==> config.mk <==
export PLATFORM = sky130hd
export DESIGN_NAME = period_timer
export DESIGN_NICKNAME = d
export VERILOG_FILES = /design/src/rtl/period_timer_pkg.sv /design/src/rtl/period_prescaler.sv /design/src/rtl/period_postscaler.sv /design/src/rtl/period_timer.sv
export VERILOG_INCLUDE_DIRS = /design/src /design/src/rtl
export SDC_FILE = /design/constraint.sdc
export NUM_CORES = 1
export LEC_CHECK = 0
export BUFFER_PORTS_ARGS = -buffer_cell sky130_fd_sc_hd__buf_2
export CORE_UTILIZATION = 53
export CTS_CLUSTER_DIAMETER = 150
export CTS_CLUSTER_SIZE = 20
export DETAILED_ROUTE_END_ITERATION = 12
export PLACE_DENSITY = 0.92
export SYNTH_ARGS = -nofsm -noshare
export SYNTH_HDL_FRONTEND = slang
export SYNTH_SLANG_ARGS = --single-unit
==> constraint.sdc <==
create_clock -name sys_clk_in -period 2.6 [get_ports sys_clk_in]
set_input_delay 0.13 -clock sys_clk_in [delete_from_list [all_inputs] [get_ports sys_clk_in]]
set_output_delay 0.13 -clock sys_clk_in [all_outputs]
set_load 0.05 [all_outputs]
==> src/rtl/period_timer_regs.svh <==
/*
 * Register indices, field positions, reset values and scaler counts of
 * the period timer. Assumes an includer that uses these as plain constants.
 */
`ifndef PERIOD_TIMER_REGS_SVH
`define PERIOD_TIMER_REGS_SVH

// Register indices; the byte address is four times the index.
`define IDX_FLAG 8'h0c
`define IDX_COUNT 8'h11
`define IDX_CONTROL 8'h12
`define IDX_MASK 8'h8c
`define IDX_LIMIT 8'h92

// Control field positions.
`define CTL_PRE_LSB 0
`define CTL_RUN_BIT 2
`define CTL_POST_LSB 3

// Flag and mask bit position.
`define FLAG_BIT 1

// Reset values.
`define RST_COUNT 8'h00
`define RST_LIMIT 8'hff
`define RST_CONTROL 7'h00

// Clock periods per counter step, less one, for each prescale code.
`define PRE_LIM_1 6'h03
`define PRE_LIM_4 6'h0f
`define PRE_LIM_16 6'h3f

// Bus responses.
`define RESP_OKAY 2'h0
`define RESP_SLVERR 2'h2

`endif

==> src/rtl/period_timer_pkg.sv <==
/*
 * Types of the period timer: control fields, register selector and the
 * state records of the prescaler and postscaler. Assumes the constants header beside it.
 */
package period_timer_pkg;
    typedef struct packed {
        logic [3:0] post_sel;
        logic run;
        logic [1:0] pre_sel;
    } ctrl_t;

    typedef enum logic [2:0] {
        SEL_NONE = 3'b000,
        SEL_FLAG = 3'b001,
        SEL_COUNT = 3'b010,
        SEL_CONTROL = 3'b011,
        SEL_MASK = 3'b100,
        SEL_LIMIT = 3'b101
    } reg_sel_t;

    typedef struct packed {
        logic [5:0] cnt;
    } presc_t;

    typedef struct packed {
        logic [3:0] cnt;
    } post_t;
endpackage

==> src/rtl/period_prescaler.sv <==
/*
 * Input prescaler: one step pulse per instruction cycle times the ratio.
 * Assumes sys_clk_in is the oscillator and clear comes from the same clock.
 */
`timescale 1ns/1ps
`include "period_timer_regs.svh"
module period_prescaler (
    input wire logic sys_clk_in,
    input wire logic rst_n_in,
    input wire logic run_in,
    input wire logic clr_in,
    input wire logic [1:0] sel_in,
    output logic tick_out
);
    import period_timer_pkg::*;

    presc_t s_ff;
    presc_t nxt_s;
    logic [5:0] lim;

    always_comb begin
        nxt_s = s_ff;
        unique case (sel_in)
            2'b00: lim = `PRE_LIM_1;
            2'b01: lim = `PRE_LIM_4;
            default: lim = `PRE_LIM_16;
        endcase
        tick_out = run_in && !clr_in && (s_ff.cnt == lim);
        if (clr_in) begin
            nxt_s.cnt = 6'h00;
        end else if (run_in) begin
            nxt_s.cnt = tick_out ? 6'h00 : s_ff.cnt + 6'h01;
        end
    end

    always_ff @(posedge sys_clk_in or negedge rst_n_in) begin
        if (!rst_n_in) begin
            s_ff <= '0;
        end else begin
            s_ff <= nxt_s;
        end
    end
endmodule

==> src/rtl/period_postscaler.sv <==
/*
 * Output postscaler: one terminal pulse per sel plus one match pulses.
 * Assumes match and clear come from logic on the same clock.
 */
`timescale 1ns/1ps
module period_postscaler (
    input wire logic sys_clk_in,
    input wire logic rst_n_in,
    input wire logic match_in,
    input wire logic clr_in,
    input wire logic [3:0] sel_in,
    output logic term_out
);
    import period_timer_pkg::*;

    post_t s_ff;
    post_t nxt_s;

    always_comb begin
        nxt_s = s_ff;
        term_out = match_in && !clr_in && (s_ff.cnt == sel_in);
        if (clr_in) begin
            nxt_s.cnt = 4'h0;
        end else if (match_in) begin
            nxt_s.cnt = term_out ? 4'h0 : s_ff.cnt + 4'h1;
        end
    end

    always_ff @(posedge sys_clk_in or negedge rst_n_in) begin
        if (!rst_n_in) begin
            s_ff <= '0;
        end else begin
            s_ff <= nxt_s;
        end
    end
endmodule

==> src/rtl/period_timer.sv <==
/*
 * Eight-bit period timer with prescaler, period match, postscaler and a
 * sticky match flag, reached over AXI4-Lite. Assumes one clock, the
 * oscillator, and a master that keeps to AXI4-Lite handshakes.
 */
// Added by the designer: register access over AXI4-Lite.
`timescale 1ns/1ps
`include "period_timer_regs.svh"
module period_timer #(
    parameter int ADDR_W = 12
) (
    input wire logic sys_clk_in,
    input wire logic rst_n_in,
    input wire logic s_axi_awvalid_in,
    output logic s_axi_awready_out,
    input wire logic [ADDR_W-1:0] s_axi_awaddr_in,
    input wire logic s_axi_wvalid_in,
    output logic s_axi_wready_out,
    input wire logic [31:0] s_axi_wdata_in,
    input wire logic [3:0] s_axi_wstrb_in,
    output logic s_axi_bvalid_out,
    input wire logic s_axi_bready_in,
    output logic [1:0] s_axi_bresp_out,
    input wire logic s_axi_arvalid_in,
    output logic s_axi_arready_out,
    input wire logic [ADDR_W-1:0] s_axi_araddr_in,
    output logic s_axi_rvalid_out,
    input wire logic s_axi_rready_in,
    output logic [31:0] s_axi_rdata_out,
    output logic [1:0] s_axi_rresp_out,
    output logic irq_out,
    output logic [7:0] period_count_out,
    output logic period_match_out
);
    import period_timer_pkg::*;

    typedef struct packed {
        logic awready;
        logic wready;
        logic aw_held;
        logic w_held;
        logic [ADDR_W-1:0] waddr;
        logic [7:0] wdata;
        logic wstrb0;
        logic bvalid;
        logic [1:0] bresp;
        logic arready;
        logic rvalid;
        logic [1:0] rresp;
        logic [7:0] rdata;
        logic [7:0] count;
        logic [7:0] limit;
        ctrl_t ctrl;
        logic flag;
        logic mask;
        logic match;
        logic irq;
    } core_t;

    core_t s_ff;
    core_t nxt_s;
    reg_sel_t wsel;
    reg_sel_t rsel;
    logic do_wr;
    logic wr_cnt;
    logic wr_ctrl;
    logic wr_any;
    logic tick;
    logic post_term;

    // Maps a byte address onto a register, or none when unmapped.
    function automatic reg_sel_t decode(input logic [ADDR_W-1:0] a);
        reg_sel_t r;
        r = SEL_NONE;
        if (a[ADDR_W-1:10] == '0 && a[1:0] == 2'b00) begin
            unique case (a[9:2])
                `IDX_FLAG: r = SEL_FLAG;
                `IDX_COUNT: r = SEL_COUNT;
                `IDX_CONTROL: r = SEL_CONTROL;
                `IDX_MASK: r = SEL_MASK;
                `IDX_LIMIT: r = SEL_LIMIT;
                default: r = SEL_NONE;
            endcase
        end
        return r;
    endfunction

    period_prescaler u_pre (
        .sys_clk_in(sys_clk_in),
        .rst_n_in(rst_n_in),
        .run_in(s_ff.ctrl.run),
        .clr_in(wr_any),
        .sel_in(s_ff.ctrl.pre_sel),
        .tick_out(tick)
    );

    period_postscaler u_post (
        .sys_clk_in(sys_clk_in),
        .rst_n_in(rst_n_in),
        .match_in(s_ff.match),
        .clr_in(wr_any),
        .sel_in(s_ff.ctrl.post_sel),
        .term_out(post_term)
    );

    always_comb begin
        nxt_s = s_ff;
        wsel = decode(s_ff.waddr);
        rsel = decode(s_ff.waddr);
        do_wr = s_ff.aw_held && s_ff.w_held && !s_ff.bvalid;
        wr_cnt = do_wr && s_ff.wstrb0 && (wsel == SEL_COUNT);
        wr_ctrl = do_wr && s_ff.wstrb0 && (wsel == SEL_CONTROL);
        wr_any = wr_cnt || wr_ctrl;
        nxt_s.match = 1'b0;
        // Write address and data are taken in either order.
        if (s_ff.awready && s_axi_awvalid_in) begin
            nxt_s.aw_held = 1'b1;
            nxt_s.waddr = s_axi_awaddr_in;
        end
        if (s_ff.wready && s_axi_wvalid_in) begin
            nxt_s.w_held = 1'b1;
            nxt_s.wdata = s_axi_wdata_in[7:0];
            nxt_s.wstrb0 = s_axi_wstrb_in[0];
        end
        // Counter steps, wrapping after it has reached the limit.
        if (tick) begin
            if (s_ff.count == s_ff.limit) begin
                nxt_s.count = 8'h00;
                nxt_s.match = 1'b1;
            end else begin
                nxt_s.count = s_ff.count + 8'h01;
            end
        end
        if (do_wr) begin
            nxt_s.aw_held = 1'b0;
            nxt_s.w_held = 1'b0;
            nxt_s.bvalid = 1'b1;
            nxt_s.bresp = (wsel == SEL_NONE) ? `RESP_SLVERR : `RESP_OKAY;
            if (s_ff.wstrb0) begin
                unique case (wsel)
                    SEL_COUNT: nxt_s.count = s_ff.wdata;
                    SEL_CONTROL: nxt_s.ctrl = s_ff.wdata[6:0];
                    SEL_MASK: nxt_s.mask = s_ff.wdata[`FLAG_BIT];
                    SEL_LIMIT: nxt_s.limit = s_ff.wdata;
                    SEL_FLAG: begin
                        if (s_ff.wdata[`FLAG_BIT]) begin
                            nxt_s.flag = 1'b0;
                        end
                    end
                    default: begin
                    end
                endcase
            end
        end
        // A terminal count in the clearing cycle still sets the flag.
        if (post_term) begin
            nxt_s.flag = 1'b1;
        end
        if (s_ff.bvalid && s_axi_bready_in) begin
            nxt_s.bvalid = 1'b0;
        end
        nxt_s.awready = !nxt_s.aw_held;
        nxt_s.wready = !nxt_s.w_held;
        // Read channel: one read under way at a time.
        if (s_ff.arready && s_axi_arvalid_in) begin
            rsel = decode(s_axi_araddr_in);
            nxt_s.arready = 1'b0;
            nxt_s.rvalid = 1'b1;
            nxt_s.rresp = `RESP_OKAY;
            unique case (rsel)
                SEL_FLAG: nxt_s.rdata = {6'h00, s_ff.flag, 1'b0};
                SEL_COUNT: nxt_s.rdata = s_ff.count;
                SEL_CONTROL: nxt_s.rdata = {1'b0, s_ff.ctrl};
                SEL_MASK: nxt_s.rdata = {6'h00, s_ff.mask, 1'b0};
                SEL_LIMIT: nxt_s.rdata = s_ff.limit;
                default: begin
                    nxt_s.rdata = 8'h00;
                    nxt_s.rresp = `RESP_SLVERR;
                end
            endcase
        end
        if (s_ff.rvalid && s_axi_rready_in) begin
            nxt_s.rvalid = 1'b0;
            nxt_s.arready = 1'b1;
        end
        nxt_s.irq = nxt_s.flag && nxt_s.mask;
    end

    always_ff @(posedge sys_clk_in or negedge rst_n_in) begin
        if (!rst_n_in) begin
            s_ff <= '0;
            s_ff.awready <= 1'b1;
            s_ff.wready <= 1'b1;
            s_ff.arready <= 1'b1;
            s_ff.count <= `RST_COUNT;
            s_ff.limit <= `RST_LIMIT;
            s_ff.ctrl <= `RST_CONTROL;
        end else begin
            s_ff <= nxt_s;
        end
    end

    assign s_axi_awready_out = s_ff.awready;
    assign s_axi_wready_out = s_ff.wready;
    assign s_axi_bvalid_out = s_ff.bvalid;
    assign s_axi_bresp_out = s_ff.bresp;
    assign s_axi_arready_out = s_ff.arready;
    assign s_axi_rvalid_out = s_ff.rvalid;
    assign s_axi_rdata_out = {24'h000000, s_ff.rdata};
    assign s_axi_rresp_out = s_ff.rresp;
    assign irq_out = s_ff.irq;
    assign period_count_out = s_ff.count;
    assign period_match_out = s_ff.match;
endmodule

==> results.json, run 1 <==
{
  "ys_top_cells_by_count": "64 x dfrtp_1, 44 x buf_4, 35 x mux2_2, 30 x o21ai_0, 24 x nand2_1",
  "synth-simple-area-share": 0.133,
  "drive_above_1_share": 0.313,
  "synthXorXnorAreaFrac": 0.0335,
  "io_pins": 118,
  "pre_cts_ws_ps": 321,
  "remaining_drc_errors": 0,
  "max-slew-margin-rel": 0.570,
  "cp.required_ps": 2840,
  "die_w_um": 90.8,
  "period_minus_slack_ps": 2370,
  "dr.first_iter.drc_count": 237,
  "root_buffer": "clkbuf_8",
  "yosysMostFrequentCell": "dfrtp_1",
  "grt_pass1_vias": 3110,
  "die_y_um": 90.8,
  "synth_top_family_by_area": "compound AO/OA/AOI/OAI gates",
  "num-fill-cells": 619,
  "antenna_found_initial": 0,
  "synth_cells": 395,
  "portBuffers": 64,
  "clock_latency_ps": 350,
  "dp_hpwl_mm": 6.19,
  "hold_viol": 0,
  "start_util": 0.544,
  "worst_pin_slew_ps": 645,
  "rr_endpoint": "s_ff[9]",
  "rsz0062_at_grt": "no",
  "grt_use_total": 0.231,
  "synth_top_area_cell": "dfrtp_1",
  "start_kind": "flop",
  "slowest_delay_ps": 460,
  "leakage_uw": 0.00229,
  "synth.area.mux_share": 0.123,
  "max_freq_mhz": 422,
  "viasPerCell": 5.56,
  "via_count": 3165,
  "slowest_stage": "nor4_2",
  "synth_compound_area_frac": 0.144,
  "netlist_area_mm2": 0.00418,
  "clock_skew_ps": 9.09,
  "fin_nets": 532,
  "grt_overflow_total": 0,
  "seq_area_frac_synth": 0.452,
  "cts_buffer_depth": 2,
  "hp-start": "s_axi_awaddr_in[10]",
  "drv.max_cap_violation_count": 0,
  "drt_first_pass_iters": 4,
  "area_growth_pct": 12.1,
  "avgSynthCellArea_um2": 10.6,
  "clk_transition_reported_paths_ps": 80,
  "ys_seq_elements": 75,
  "diodes": 0,
  "hold_path_depth": 2,
  "crit_buf_inv": 0,
  "multi_input_area_mm2": 0.00195,
  "whs_endpoint": "s_ff[61]",
  "rows": 32,
  "setup_violations": 0,
  "cp_max_fo": 7,
  "synthTopCellsByArea": "dfrtp_1 38%, mux2_2 9.4%, buf_4 7.9%, dfstp_2 6.9%, o21ai_0 3.6%",
  "gp_congestion": 0.917,
  "end_kind": "flop",
  "status": "complete, no violations",
  "synth_edf_count": 0,
  "ant_nets": 0,
  "r2r_start": "s_ff[62]",
  "grt_pass1_wl_mm": 14.9,
  "crit_chain": "nor4_2 -> nand3_1 -> nor2_4 -> and2_1 -> mux2_2",
  "routed_wirelength_mm": 8.89,
  "wl_per_cell_um": 15.6,
  "numCtsBuffers": 9,
  "synth_cell_types": 58,
  "htreeDepth": 3,
  "tritoncts": "yes",
  "slew_viol_final": 0,
  "synthArstFlopShare": 1.00,
  "p_per_area_mw_per_mm2": 699,
  "grt_max_degree": 76,
  "post_cts_buffers": 0,
  "timing.final.ws_setup_ps": 233,
  "yosys.area_share.adder": 0.00898,
  "ir_worst_vdd_v": 0.000758,
  "ff_latch_area_mm2": 0.00189,
  "yosys_most_used_dff": "dfrtp_1",
  "critPathTopFamily": "simple AND/OR/NAND/NOR gates",
  "floorplan.die_area_mm2": 0.00825,
  "ff2ff_setup_slack_ps": 230,
  "clock-sinks": 75,
  "crit_arrival_ps": 2600,
  "final.setup.tns_ps": 0,
  "finalCritPeriodShare": 0.911,
  "core_region_area_mm2": 0.00769,
  "reg2reg_depth": 5,
  "hp-class": "input port to flop",
  "yosysWarnings": 0,
  "path_class": "flop to flop",
  "synth_top_area_frac": 0.383
}
==> where the power goes <==
part           internal [uW]  total (uW)  switching, uW
clock                    341         743            402
combinational            352         898            545
sequential              1400        1630            229
total                   2100        3270           1180
==> layout by cell type (no fill, tap or decap), drive strengths merged, types with 6 or more instances in the layout <==
cell,synthesis,final
a21oi,19,19
a2bb2oi,7,7
buf,47,69
clkbuf,4,12
conb,1,26
dfrtp,64,64
dfstp,11,11
dlygate4sd3,0,13
inv,17,17
mux2,35,35
mux2i,12,12
nand2,24,24
nand3,11,11
nor2,20,20
nor3,6,6
nor4,6,6
o21ai,30,30
or3,6,6
xor2,15,15
==> flip-flops by register name, summed over array words and instances, names as in the netlist <==
name and flops:
irq_out 1, period_count_out 8, period_match_out 1, s_axi_arready_out 1, s_axi_awready_out 1, s_axi_bresp_out 1, s_axi_bvalid_out 1, s_axi_rdata_out 8
s_axi_rresp_out 1, s_axi_rvalid_out 1, s_axi_wready_out 1, s_ff 40, u_post.s_ff 4, u_pre.s_ff 6
==> area by class of cell <==
class                      instances  share of cell area
sequential                        75               0.404
clock buffer                      12              0.0288
tap                              102              0.0272
multi-input combinational        277               0.416
clock inverter                     4             0.00427
timing repair buffer              82               0.107
inverter                          17              0.0136
==> cell families (layout without fill, tap and decap cells) <==
kind of cell | count (synthesis) | after routing
adders and majority gates | 3 | 3
buffers and inverters | 68 | 115
muxes | 47 | 47
other | 1 | 26
and+or+nand+nor | 97 | 97
xor gates and xnor gates | 16 | 16
AOI/OAI and AO/OA | 88 | 88
DFF | 75 | 75
==> worst max-delay path by stage <==
stage / startpoint / to / depth (start not counted)
3_3_place_gp: s_ff[56] / s_ff[8] / 5
5_1_grt: s_ff[62] / s_ff[10] / 5
3_5_place_dp: s_ff[56] / s_ff[8] / 5
4_1_cts: s_ff[62] / s_ff[5] / 5
2_1_floorplan: s_ff[56] / s_ff[10] / 6
6_report: s_ff[62] / s_ff[9] / 5
==> per-layer routing <==
metal / part of all wire / up-vias / track usage
li1: - / 1489 / -
met1: 0.44 / 1533 / 0.298
met2: 0.49 / 124 / 0.378
met3: 0.059 / 19 / 0.0530
met4: 0.018 / 0 / 0.0899
met5: 0 / - / 0
==> stage by stage <==
step                 util  cell area, um^2  cells  total power (uW)  hold slack [ps]
finish              0.609             4680    569              3270             6.74
global route        0.609             4680    569              3440             6.17
CTS                 0.609             4680    569              3280            0.393
detailed placement  0.572             4400    540              2510              186
global placement    0.572             4400    540              2450              183
floorplan               -             4270    420              2300             -166
==> timing repair <==
| item | CTS | global route |
|---|---|---|
| hold endpoints to repair | 76 | 0 |
| hold buffers | 13 | 0 |
| gates resized for setup | 0 | 0 |
==> worst reg2reg max path, delay by kind of cell (launching register included) <==
kind             cells  cell delay, ps
AND/OR/NAND/NOR      4            1460
flip-flops           1             400
multiplexers         1             380
(Power assumes the default switching activity.)
==> inputs of run 2 (changes only) <==
- SETUP_SLACK_MARGIN: default -> 0.3
==> results.json, run 2 (synthesis results as in run 1) <==
{
  "status": "complete, no violations",
  "clock-sinks": 75,
  "top_register": "s_ff",
  "setup_violations": 0,
  "numCtsBuffers": 9,
  "dp_hpwl_mm": 6.19,
  "hold_viol": 0,
  "cp.required_ps": 2840,
  "via_count": 3147,
  "ant_nets": 0,
  "gp_congestion": 0.917,
  "p_per_area_mw_per_mm2": 700,
  "post-place-cells": 540,
  "start_util": 0.544,
  "dr.first_iter.drc_count": 206,
  "antenna_found_initial": 0,
  "hp-class": "input port to flop",
  "portBuffers": 64,
  "multi_input_area_mm2": 0.00196,
  "area_growth_pct": 12.4,
  "wl_per_cell_um": 15.6,
  "drv.max_cap_violation_count": 0,
  "clk_transition_reported_paths_ps": 80,
  "grt_max_degree": 76,
  "grt_pass1_vias": 3110,
  "period_minus_slack_ps": 2190,
  "viasPerCell": 5.53,
  "most-common-layout-cells": "64 x buf_2, 64 x dfrtp_1, 35 x mux2_2, 30 x o21ai_0, 26 x conb_1",
  "path_class": "flop to flop",
  "dr_wl_met2_mm": 4.39,
  "die_y_um": 90.8,
  "tritoncts": "yes",
  "ir_worst_vdd_v": 0.000766,
  "remaining_drc_errors": 0,
  "grt_overflow_total": 0,
  "final.setup.tns_ps": 0,
  "wl_met1_mm": 3.83,
  "rows": 32,
  "drive_above_1_share": 0.319,
  "io_pins": 118,
  "rsz0062_at_grt": "no",
  "clock_skew_ps": 9.18,
  "largest_reg_flops": 40,
  "root_buffer": "clkbuf_8",
  "max_freq_mhz": 456,
  "routed_wirelength_mm": 8.89,
  "dr_wl_met3_um": 527,
  "leakage_uw": 0.00229,
  "max-slew-margin-rel": 0.567,
  "core_region_area_mm2": 0.00769,
  "final_cell_count_no_fill": 569,
  "dr.max_layer_used": "met4",
  "grt_pass1_wl_mm": 14.9,
  "diodes": 0,
  "ff_latch_area_mm2": 0.00189,
  "end_kind": "flop",
  "clock_latency_ps": 350,
  "cts_buffer_depth": 2,
  "worst_pin_slew_ps": 649,
  "htreeDepth": 3,
  "cp_max_fo": 7,
  "finalCritPeriodShare": 0.844,
  "drt_first_pass_iters": 4,
  "start_kind": "flop",
  "fin_nets": 532,
  "slew_viol_final": 0,
  "floorplan.die_area_mm2": 0.00825,
  "die_w_um": 90.8,
  "grt_use_total": 0.232,
  "num-fill-cells": 616,
  "total_power_uw": 3290,
  "whs_ps": 6.26,
  "crit_arrival_ps": 2430
}
## run 2: cell counts in the layout (fill, tap and decap cells not counted)
No cell type changed its count.
## run 2: metal layers
metal	vias to the layer above	global-route usage
li1	1491	-
met1	1522	0.301
met2	120	0.377
met3	14	0.0530
met4	0	0.0899
met5	-	0
## run 2: timing repair
| action | in CTS | in global routing |
|---|---|---|
| gates resized for setup | 2 | 1 |
| setup buffers | 0 | 0 |
| endpoints found under the hold margin | 76 | 0 |
| cloned | 0 | 0 |
| hold buffers | 13 | 0 |
| endpoints found under the setup margin | 6 | 2 |
## run 2: final timing paths
| kind | start | end | slack (ps) | depth (start not counted) |
|---|---|---|---|---|
| max in group asynchronous | rst_n_in | s_axi_arready_out | 1930 | 3 |
| hold reg to reg | s_axi_rvalid_out | s_axi_rvalid_out | 490 | 1 |
| setup / recovery | s_ff[56] | s_ff[9] | 410 | 5 |
| hold / removal | s_axi_awaddr_in[10] | s_ff[61] | 6 | 2 |
| min in group asynchronous | rst_n_in | s_ff[49] | 340 | 3 |
| setup reg to reg | s_ff[56] | s_ff[9] | 410 | 5 |
## run 2: layout make-up
class / instances / share of cell area
sequential: 75 / 0.403
tap: 102 / 0.0272
multi-input combinational: 277 / 0.417
timing repair buffer: 82 / 0.107
clock inverter: 4 / 0.00426
clock buffer: 12 / 0.0288
inverter: 17 / 0.0136
## run 2: report_power, final
group / leakage [uW] / total [uW] / switching, uW / internal [uW]
clock: 0.0000839 / 744 / 403 / 341
sequential: 0.000949 / 1640 / 234 / 1400
combinational: 0.00126 / 905 / 548 / 357
total: 0.00229 / 3290 / 1190 / 2100
## run 2: through the flow
stage          utilization  setup slack [ps]  cell area (um^2)
3_5_place_dp         0.572               321              4400
3_3_place_gp         0.572               403              4400
2_1_floorplan            -               583              4270
6_report             0.611               406              4700
4_1_cts              0.610               412              4690
5_1_grt              0.611               310              4700
## run 2: worst max-delay path, stage by stage (launching register included)
cell	delay, ps
dfrtp_1	410
or3b_4	430
or3_4	450
nor2_4	150
and2_2	290
mux2_2	360
